`src/prot_pkg.sv`:
```
// package: timing counts, timer channel indices and state encodings for the cell protection logic
package prot_pkg;
    // clock rate
    localparam int unsigned ClkHz = 50_000_000;

    // delay figures in their own units
    localparam int unsigned OvervoltDelayMs    = 130;
    localparam int unsigned UndervoltDelayMs   = 40;
    localparam int unsigned Oc1DelayMs         = 10;
    localparam int unsigned Oc2DelayMs         = 3;
    localparam int unsigned ShortDelayUs       = 150;
    // charge overcurrent borrows the first discharge overcurrent delay
    localparam int unsigned ChargeOcDelayMs    = Oc1DelayMs;

    // delays in clock cycles, derived from the rate
    localparam int unsigned OvervoltCycles = OvervoltDelayMs * (ClkHz / 1000);
    localparam int unsigned UndervoltCycles = UndervoltDelayMs * (ClkHz / 1000);
    localparam int unsigned Oc1Cycles      = Oc1DelayMs * (ClkHz / 1000);
    localparam int unsigned Oc2Cycles      = Oc2DelayMs * (ClkHz / 1000);
    localparam int unsigned ShortCycles    = ShortDelayUs * (ClkHz / 1_000_000);
    localparam int unsigned ChargeOcCycles = ChargeOcDelayMs * (ClkHz / 1000);

    // timer width covers the longest delay
    localparam int unsigned TimerWidth = 23;

    // timer channel indices
    localparam int unsigned NumTimers = 6;
    localparam int unsigned TmrOvervolt  = 0;
    localparam int unsigned TmrUndervolt = 1;
    localparam int unsigned TmrOc1       = 2;
    localparam int unsigned TmrOc2       = 3;
    localparam int unsigned TmrShort     = 4;
    localparam int unsigned TmrChargeOc  = 5;

    // thermal recovery level, informative only: the comparator gives the flag
    localparam int unsigned ThermalRecoveryLevelC = 100;

    // thermal shutdown record: which direction caused it
    typedef enum logic [2:0] {
        THERM_IDLE      = 3'b001,
        THERM_DISCHARGE = 3'b010,
        THERM_CHARGE    = 3'b100
    } therm_state_t;
endpackage

```
`src/delay_if.sv`:
```
// interface carrying qualify conditions and held expiry flags between the controller and its timers
interface delay_if;
    import prot_pkg::*;
    logic [NumTimers-1:0] qualify;
    logic [NumTimers-1:0] expired;
    modport ctrl (output qualify, input expired);
    modport tmr  (input qualify, output expired);
endinterface

```
`src/cell_protection_state_machine.sv`:
```
// top of the single cell protection logic: latched protection states and switch control

module cell_protection_state_machine (
    // clock and reset
    input  wire logic clk,
    input  wire logic rst,
    // cell voltage comparator flags
    input  wire logic aboveOvercharge,
    input  wire logic aboveOverchargeRelease,
    input  wire logic belowOverdischarge,
    input  wire logic aboveOverdischargeRelease,
    // current comparator flags
    input  wire logic dischargeAboveLevel1,
    input  wire logic dischargeAboveLevel2,
    input  wire logic dischargeAboveShort,
    input  wire logic chargeAboveThreshold,
    // temperature flags
    input  wire logic overTemp,
    input  wire logic belowThermalRecovery,
    // pack terminal sensing
    input  wire logic chargerPresent,
    input  wire logic loadPresent,
    input  wire logic charging,
    // outputs
    output logic      switchEnable,
    output logic      powerDown
);
    import prot_pkg::*;

    // every latched protection state lives in one word, cleared together by reset
    typedef struct packed {
        logic         overcharge;
        logic         overdischarge;
        logic         dischargeOc;
        logic         chargeOc;
        therm_state_t therm;
        logic         switchEn;
        logic         pwrDown;
    } ctrl_state_t;

    ctrl_state_t stateReg;
    ctrl_state_t stateNext;
    delay_if     dly ();

    // set terms: an expiry is honoured only while its comparator still agrees, so
    // a timer flag that lags the input by one cycle cannot outvote a release
    logic        setOvercharge;
    logic        setOverdischarge;
    logic        oc1Trip;
    logic        oc2Trip;
    logic        shortTrip;
    logic        setDischargeOc;
    logic        setChargeOc;
    // release terms, one per way out of a protection state
    logic        relOverchargeSelf;
    logic        relOverchargeLoad;
    logic        relOverdischargeCell;
    logic        relOverdischargeCharge;
    logic        relDischargeOc;
    logic        relChargeOc;
    logic        relThermDischarge;
    logic        relThermCharge;

    ////////////////////////////////////////////////////////////////////////////
    // timer conditions: each timer qualifies only while its comparator is true
    // a level that drops restarts only its own timer, never another's
    always_comb begin
        dly.qualify               = '0;
        dly.qualify[TmrOvervolt]  = aboveOvercharge;
        dly.qualify[TmrUndervolt] = belowOverdischarge;
        dly.qualify[TmrOc1]       = dischargeAboveLevel1;
        dly.qualify[TmrOc2]       = dischargeAboveLevel2;
        dly.qualify[TmrShort]     = dischargeAboveShort;
        dly.qualify[TmrChargeOc]  = chargeAboveThreshold;
    end

    // one bank of timers, one channel per detection
    delay_timers timers (
        .clk (clk),
        .rst (rst),
        .dly (dly)
    );

    ////////////////////////////////////////////////////////////////////////////
    // per level discharge trips: each current level has its own timer and any
    // one of them is enough; the short level is the fastest and usually wins
    always_comb begin
        oc1Trip   = dly.expired[TmrOc1] && dischargeAboveLevel1;
        oc2Trip   = dly.expired[TmrOc2] && dischargeAboveLevel2;
        shortTrip = dly.expired[TmrShort] && dischargeAboveShort;
    end

    // voltage and charge side trips, gated by the live level in the same way
    always_comb begin
        setOvercharge    = dly.expired[TmrOvervolt] && aboveOvercharge;
        setOverdischarge = dly.expired[TmrUndervolt] && belowOverdischarge;
        setDischargeOc   = oc1Trip || oc2Trip || shortTrip;
        setChargeOc      = dly.expired[TmrChargeOc] && chargeAboveThreshold;
    end

    // release terms: none of them waits on a timer
    always_comb begin
        relOverchargeSelf      = !aboveOverchargeRelease;
        relOverchargeLoad      = !aboveOvercharge && loadPresent;
        relOverdischargeCell   = aboveOverdischargeRelease;
        relOverdischargeCharge = chargerPresent && !belowOverdischarge;
        relDischargeOc         = !loadPresent;
        relChargeOc            = !chargerPresent;
        relThermDischarge      = belowThermalRecovery && !loadPresent;
        relThermCharge         = belowThermalRecovery && !chargerPresent;
    end

    ////////////////////////////////////////////////////////////////////////////
    // protection state updates; releases are checked before sets so that a
    // fresh detection in the same cycle wins
    always_comb begin
        stateNext = stateReg;

        // overcharge
        // either release path clears it; a fresh expiry in the same cycle still wins
        if (relOverchargeSelf) begin
            stateNext.overcharge = 1'b0;
        end else if (relOverchargeLoad) begin
            stateNext.overcharge = 1'b0;
        end
        if (setOvercharge) begin
            stateNext.overcharge = 1'b1;
        end

        // overdischarge: release needs no delay
        // the charger path lets a depleted cell take charge again
        if (relOverdischargeCell) begin
            stateNext.overdischarge = 1'b0;
        end else if (relOverdischargeCharge) begin
            stateNext.overdischarge = 1'b0;
        end
        if (setOverdischarge) begin
            stateNext.overdischarge = 1'b1;
        end

        // discharge overcurrent, any of three levels
        // the levels share one latched state: the switch cannot tell which fired
        if (relDischargeOc) begin
            stateNext.dischargeOc = 1'b0;
        end
        if (setDischargeOc) begin
            stateNext.dischargeOc = 1'b1;
        end

        // charge overcurrent
        // its delay is borrowed from the first discharge level
        if (relChargeOc) begin
            stateNext.chargeOc = 1'b0;
        end
        if (setChargeOc) begin
            stateNext.chargeOc = 1'b1;
        end

        // thermal shutdown remembers direction for its release condition
        // a pack that swaps direction while still hot keeps its first release rule
        case (stateReg.therm)
            THERM_IDLE: begin
                if (overTemp) begin
                    stateNext.therm = charging ? THERM_CHARGE : THERM_DISCHARGE;
                end
            end
            THERM_DISCHARGE: begin
                if (relThermDischarge) begin
                    stateNext.therm = THERM_IDLE;
                end
            end
            THERM_CHARGE: begin
                if (relThermCharge) begin
                    stateNext.therm = THERM_IDLE;
                end
            end
            default: begin
                stateNext.therm = THERM_IDLE;
            end
        endcase

        // single switch: any protection turns it off
        stateNext.switchEn = !(stateNext.overcharge || stateNext.overdischarge ||
                               stateNext.dischargeOc || stateNext.chargeOc ||
                               stateNext.therm != THERM_IDLE);
        stateNext.pwrDown  = stateNext.overdischarge;
    end

    // register; after reset the switch follows inputs since all states are clear
    // reset is synchronous, so a glitch between edges cannot clear a protection
    always_ff @(posedge clk) begin
        if (rst) begin
            stateReg          <= '0;
            stateReg.therm    <= THERM_IDLE;
            stateReg.switchEn <= 1'b1;
        end else begin
            stateReg <= stateNext;
        end
    end

    // both outputs come straight from the state register
    assign switchEnable = stateReg.switchEn;
    assign powerDown    = stateReg.pwrDown;
endmodule

```
`src/delay_timers.sv`:
```
// bank of detection delay timers, one per protection channel
module delay_timers
    import prot_pkg::*;
(
    // clock and reset
    input  wire logic clk,
    input  wire logic rst,
    // conditions and expiry
    delay_if.tmr      dly
);
    typedef struct packed {
        logic [NumTimers-1:0][TimerWidth-1:0] count;
        logic [NumTimers-1:0]                 expired;
    } timer_state_t;

    timer_state_t stateReg;
    timer_state_t stateNext;

    localparam logic [NumTimers-1:0][TimerWidth-1:0] Limit = {
        TimerWidth'(ChargeOcCycles), TimerWidth'(ShortCycles), TimerWidth'(Oc2Cycles),
        TimerWidth'(Oc1Cycles), TimerWidth'(UndervoltCycles), TimerWidth'(OvervoltCycles)};

    ////////////////////////////////////////////////////////////////////////////
    // count while qualified, restart on any drop
    always_comb begin
        stateNext = stateReg;
        for (int i = 0; i < NumTimers; i++) begin
            if (!dly.qualify[i]) begin
                stateNext.count[i]   = '0;
                stateNext.expired[i] = 1'b0;
            end else if (stateReg.count[i] >= Limit[i] - TimerWidth'(1)) begin
                stateNext.expired[i] = 1'b1; // held while condition lasts
            end else begin
                stateNext.count[i] = stateReg.count[i] + TimerWidth'(1);
            end
        end
    end

    always_ff @(posedge clk) begin
        if (rst) begin
            stateReg <= '0;
        end else begin
            stateReg <= stateNext;
        end
    end

    assign dly.expired = stateReg.expired;
endmodule

```
`config.mk`:
```
export PLATFORM = sky130hd
export DESIGN_NAME = cell_protection_state_machine
export DESIGN_NICKNAME = d
export VERILOG_FILES = /design/src/prot_pkg.sv /design/src/delay_if.sv /design/src/cell_protection_state_machine.sv /design/src/delay_timers.sv
export SDC_FILE = /design/constraint.sdc
export NUM_CORES = 1
export LEC_CHECK = 0
export BUFFER_PORTS_ARGS = -buffer_cell sky130_fd_sc_hd__buf_2
export CELL_PAD_IN_SITES_DETAIL_PLACEMENT = 0
export CELL_PAD_IN_SITES_GLOBAL_PLACEMENT = 2
export CORE_ASPECT_RATIO = 1.75
export CORE_MARGIN = 2
export CORE_UTILIZATION = 40
export DETAILED_ROUTE_END_ITERATION = 7
export GPL_TIMING_DRIVEN = 0
export PLACE_DENSITY_LB_ADDON = 0.1
export SKIP_CTS_REPAIR_TIMING = 1
export SLEW_MARGIN = 20
export SYNTH_ARGS = -nofsm -noshare
export SYNTH_HDL_FRONTEND = slang
export SYNTH_SLANG_ARGS = --single-unit
```
`constraint.sdc`:
```
create_clock -name clk -period 3.15 [get_ports clk]
set_input_delay 0.315 -clock clk [delete_from_list [all_inputs] [get_ports clk]]
set_output_delay 0.315 -clock clk [all_outputs]
set_load 0.03 [all_outputs]
```
After elaboration in Yosys (flattened, before gate mapping):

Index checks and enable logic that the tools add are counted.

* word-level logic and storage cells: 82
* bits in writable memories: 0
* memories kept: 0
* register bits after elaboration: 152
* bits in latches: 0
* memory bits (read-only): 0
* output and inout bits: 2
* input port bits: 15

* multiplexer cells: 15
* $add $sub $neg: 6
* $mul: 0
* bitwise operators: 6
* equality and inequality tests: 4
* reduce and logical (&&, ||, !) cells: 27
* shift-type cells: 0
* div/mod/pow operators: 0
* $lt $le $gt $ge: 6

Operators by type and width (number)
* $add A23 B1 Y23 const B: 6
* $ge A23 B19 Y1 const B: 2
* $ge A23 B13 Y1 const B: 1
* $ge A23 B18 Y1 const B: 1
* $ge A23 B21 Y1 const B: 1
* $ge A23 B23 Y1 const B: 1
* $mux W3: 4
* $reduce_or A2 Y1: 6
* $logic_and A1 B1 Y1: 10
* $mux W1: 10
* $pmux W3 S3: 1
* $logic_or A1 B1 Y1: 6
* $not A1 Y1: 6
* $logic_not A1 Y1: 5
* $eq A3 B1 Y1 const B: 1
* $eq A3 B2 Y1 const B: 1
* $eq A3 B3 Y1 const B: 1
* $ne A3 B1 Y1 const B: 1

Depth between registers and ports, before layout:

* word-level depth: 10
* gate-level depth with buffers: 8

Cells and area by module:

From an unflattened synthesis, not the netlist that was laid out.

* cell total of the unflattened synthesis: 801
* area, all modules: 6965.4 µm²

By module, submodules not included
* delay_timers: area an instance 6585.1 µm², seq. area each 2882.8 µm², cells each 756, times used 1
* cell_protection_state_machine: area an instance 380.4 µm², seq. area each 160.2 µm², cells each 45, times used 1

Least setup slack after synthesis:

No wires, ideal clock.

* path kind: register -> register
* start: reg timers.stateReg[98] (netlist bit)
* end: reg timers.stateReg[102] (netlist bit)
* library setup time: 0.070 ns
* path buffers: 0
* path slack: 1.127 ns
* data arrival time: 1.954 ns
* required time: 3.080 ns
* cell stages (with the launch flop): 7
* cells stage by stage: dfxtp_1 ha_1 nor4bb_1 a2111oi_1 o2111ai_1 or3_1 a21oi_1

* cells in the longest elaborated chain, start to end: 1
* elaborated cells on any way between the ends: 2
* those cells by class: add/sub: 1; order compare: 1

RTL lines
* start: declaration: RTL line delay_timers.sv:16 `timer_state_t stateReg;`
* start signal: assignment: RTL line delay_timers.sv:43 `stateReg <= stateNext;`
* $add A23 B1 Y23 or $ge A23 B13 Y1 (tied branches): RTL line delay_timers.sv:34, delay_timers.sv:31

Parallel ways exist; a longest one is shown, timed or not.
A chain may end at the register's enable or synchronous reset.

Worst setup path after layout:

* start: reg timers.stateReg[75] (netlist bit)
* end: reg timers.stateReg[77] (netlist bit)

* cells in the longest elaborated chain, start to end: 1
* elaborated cells on any way between the ends: 2
* those cells by class: add/sub: 1; order compare: 1

RTL lines (RTL line)
* $add A23 B1 Y23 or $ge A23 B18 Y1 (tied branches): delay_timers.sv:34, delay_timers.sv:31

Parallel ways exist; a longest one is shown, timed or not.

==> impl_metrics.json <==
{
  "worstMarginPinSlew_ns": 0.933,
  "min-delay-start": "aboveOvercharge",
  "dieWidth_um": 103,
  "p_per_area_nw_per_um2": 538,
  "min_delay_worst_endpoint": "stateReg[8]",
  "cts_max_level": 4,
  "maxCapViolCount": 0,
  "cts_sinks": 152,
  "fmaxAchievable_mhz": 418,
  "drtIter0Drc": 197,
  "synth_ff_type": "dfxtp_1",
  "antenna_found_initial": 0,
  "grt_pass1_vias": 5713,
  "r2r_setup_slack_ns": 0.76,
  "netlist_area_um2": 6830,
  "critPathArrivalTime_ns": 2.69,
  "final.min_clock_period_ns": 2.39,
  "core_um2": 16900,
  "r2r_end": "timers.stateReg[77]",
  "drc_errors": 0,
  "p_leak_uw": 0.00272,
  "status": "finished clean",
  "synth_cell_types": 60,
  "ios": 17,
  "slew_violations": 0,
  "rr_worst_depth": 8,
  "n_antenna_cell": 0,
  "worstReg2RegStart": "timers.stateReg[75]",
  "grt.total_usage": 0.183,
  "relSlewSlack": 0.372,
  "synth_area_per_cell_um2": 8.52,
  "wl_um": 15300,
  "nets": 858,
  "grt_setup_unrepaired": "false",
  "path_class": "flip-flop to flip-flop",
  "clock_path_buffers": 2,
  "synthArstFlopShare": 0,
  "place.gp.congestion": 0.769,
  "fp-row-count": 63,
  "path_clk_slew_ns": 0.06,
  "hp-class": "primary input to flip-flop",
  "via_per_inst": 5.22,
  "setup_tns_ns": 0,
  "yosysTopAreaCell": "dfxtp_1",
  "port-buffer-count": 16,
  "fin_worst_skew_ns": 0.00679,
  "grt-ovfl-total": 0,
  "yosys.area.top_type_share": 0.446,
  "cts_tree": "done",
  "power_uw": 4200,
  "synth-seq-cells": 152,
  "period_share": 0.760,
  "start_util": 0.405,
  "synth_cells": 802,
  "drive_gt1_frac": 0.0707,
  "drtPass1Iterations": 4,
  "fp.dieH_um": 177,
  "netlist_top_cells_area": "dfxtp_1 (45%), nor2_1 (7.4%), xor2_1 (6.4%)",
  "hold_viol": 0,
  "area_delta_synth_final_pct": 14.5,
  "dr_total_vias": 5612,
  "seq_area_frac_synth": 0.446,
  "finalSetupViolations": 0,
  "drtAntennaViolNets": 0,
  "root_buffer": "clkbuf_16",
  "grt_start_max_net_pins": 17,
  "grt_pass1_wl_um": 26200,
  "die_area_um2": 18200,
  "crit_fanout": 10,
  "hold_depth": 3,
  "synth_edf_count": 0,
  "cp.required_ns": 3.45,
  "critPathCaptureType": "flip-flop",
  "hold_slack_ns": 0.187,
  "wl_per_cell_um": 14.2,
  "irDropWorstVdd_mv": 0.350,
  "hpwl_um": 11400,
  "clk_latency_ns": 0.43,
  "syn-num-nets": 823,
  "setup.worst_path.start_class": "flip-flop",
  "synth_warnings": 0,
  "cts_made_buffers": 17
}
per-stage QoR:
| step | util | instance area [µm²] | cells | setup slack (ns) |
|---|---|---|---|---|
| floorplan | - | 6830 | 802 | 1.13 |
| global placement | 0.426 | 7190 | 1045 | 0.720 |
| detailed placement | 0.426 | 7190 | 1045 | 0.767 |
| CTS | 0.463 | 7820 | 1076 | 0.765 |
| global route | 0.463 | 7820 | 1076 | 0.522 |
| finish | 0.463 | 7820 | 1076 | 0.756 |
registers in the layout (all words and copies together), names as in the netlist:
signal	count
stateReg	6
switchEnable	1
powerDown	1
timers.dly.expired	6
timers.stateReg	138
power by group:
group / internal [µW] / switching [µW] / total [µW]
Combinational: 29.7 / 59.3 / 88.9
Sequential: 1930 / 10.9 / 1940
Clock: 1330 / 843 / 2170
Total: 3290 / 913 / 4200
cell usage after synthesis (all sizes together), types with 4 or more instances:
library cell,count
dfxtp,152
inv,19
a31oi,6
nor3,32
nand3,51
o31ai,4
and3,18
nand4,29
or4,10
xnor2,38
or3,12
a21o,4
nand2b,6
and2,34
clkbuf,23
nor4,15
ha,6
nor2,135
nor2b,11
o211ai,8
o21ai,21
xor2,50
nand2,43
a21oi,25
a211oi,4
final cells by class:
type | count | area, µm²
Clock inverter | 14 | 199
Tap cell | 227 | 284
Sequential cell | 152 | 3040
Multi-Input combinational cell | 606 | 3620
Fill cell | 1750 | 9050
Clock buffer | 17 | 425
Timing Repair Buffer | 16 | 80.1
Buffer | 25 | 95.1
Inverter | 19 | 71.3
critical path, stage by stage, from the launching register on:
cell      delay, ns
dfxtp_1        0.39
ha_1           0.33
a21o_1         0.13
a31oi_1        0.10
nor4_1         0.54
clkbuf_1       0.44
nor3b_1        0.12
xnor2_1        0.17
nor2_1         0.05
logic make-up (layout without fill, tap and decap cells):
family,Yosys count,count (layout),share of synthesized area
muxes,2,2,0.00293
AOI/OAI and AO/OA,94,94,0.0901
DFF,152,152,0.446
adders and majority gates,6,6,0.0110
and+or+nand+nor,416,416,0.313
xor gates and xnor gates,88,88,0.113
buffers and inverters,44,91,0.0244
placed cells by master, fill, tap and decap left out, drive strengths merged, types with 21 or more instances in the layout:
cell type / count
a21oi: 25
and2: 34
clkbuf: 40
dfxtp: 152
inv: 22
nand2: 43
nand3: 51
nand4: 29
nor2: 135
nor3: 32
o21ai: 21
xnor2: 38
xor2: 50
layer usage:
layer	up-vias	wire length, µm	track usage
met5	-	0	0
met1	2655	6250	0.189
met4	0	318	0.0762
li1	2872	-	-
met2	62	8380	0.345
met3	23	376	0.0407
worst max-delay path by stage:
stage	cells past startpoint	end	startpoint	slack [ns]
after floorplan	6	timers.stateReg[102]	timers.stateReg[98]	1.13
after global placement	7	timers.stateReg[27]	timers.stateReg[24]	0.72
after detailed placement	7	timers.stateReg[25]	timers.stateReg[24]	0.77
after CTS	8	timers.stateReg[86]	timers.stateReg[75]	0.77
after global routing	7	timers.stateReg[27]	timers.stateReg[24]	0.52
final	8	timers.stateReg[77]	timers.stateReg[75]	0.76
Power figures use the tool's default switching activity.
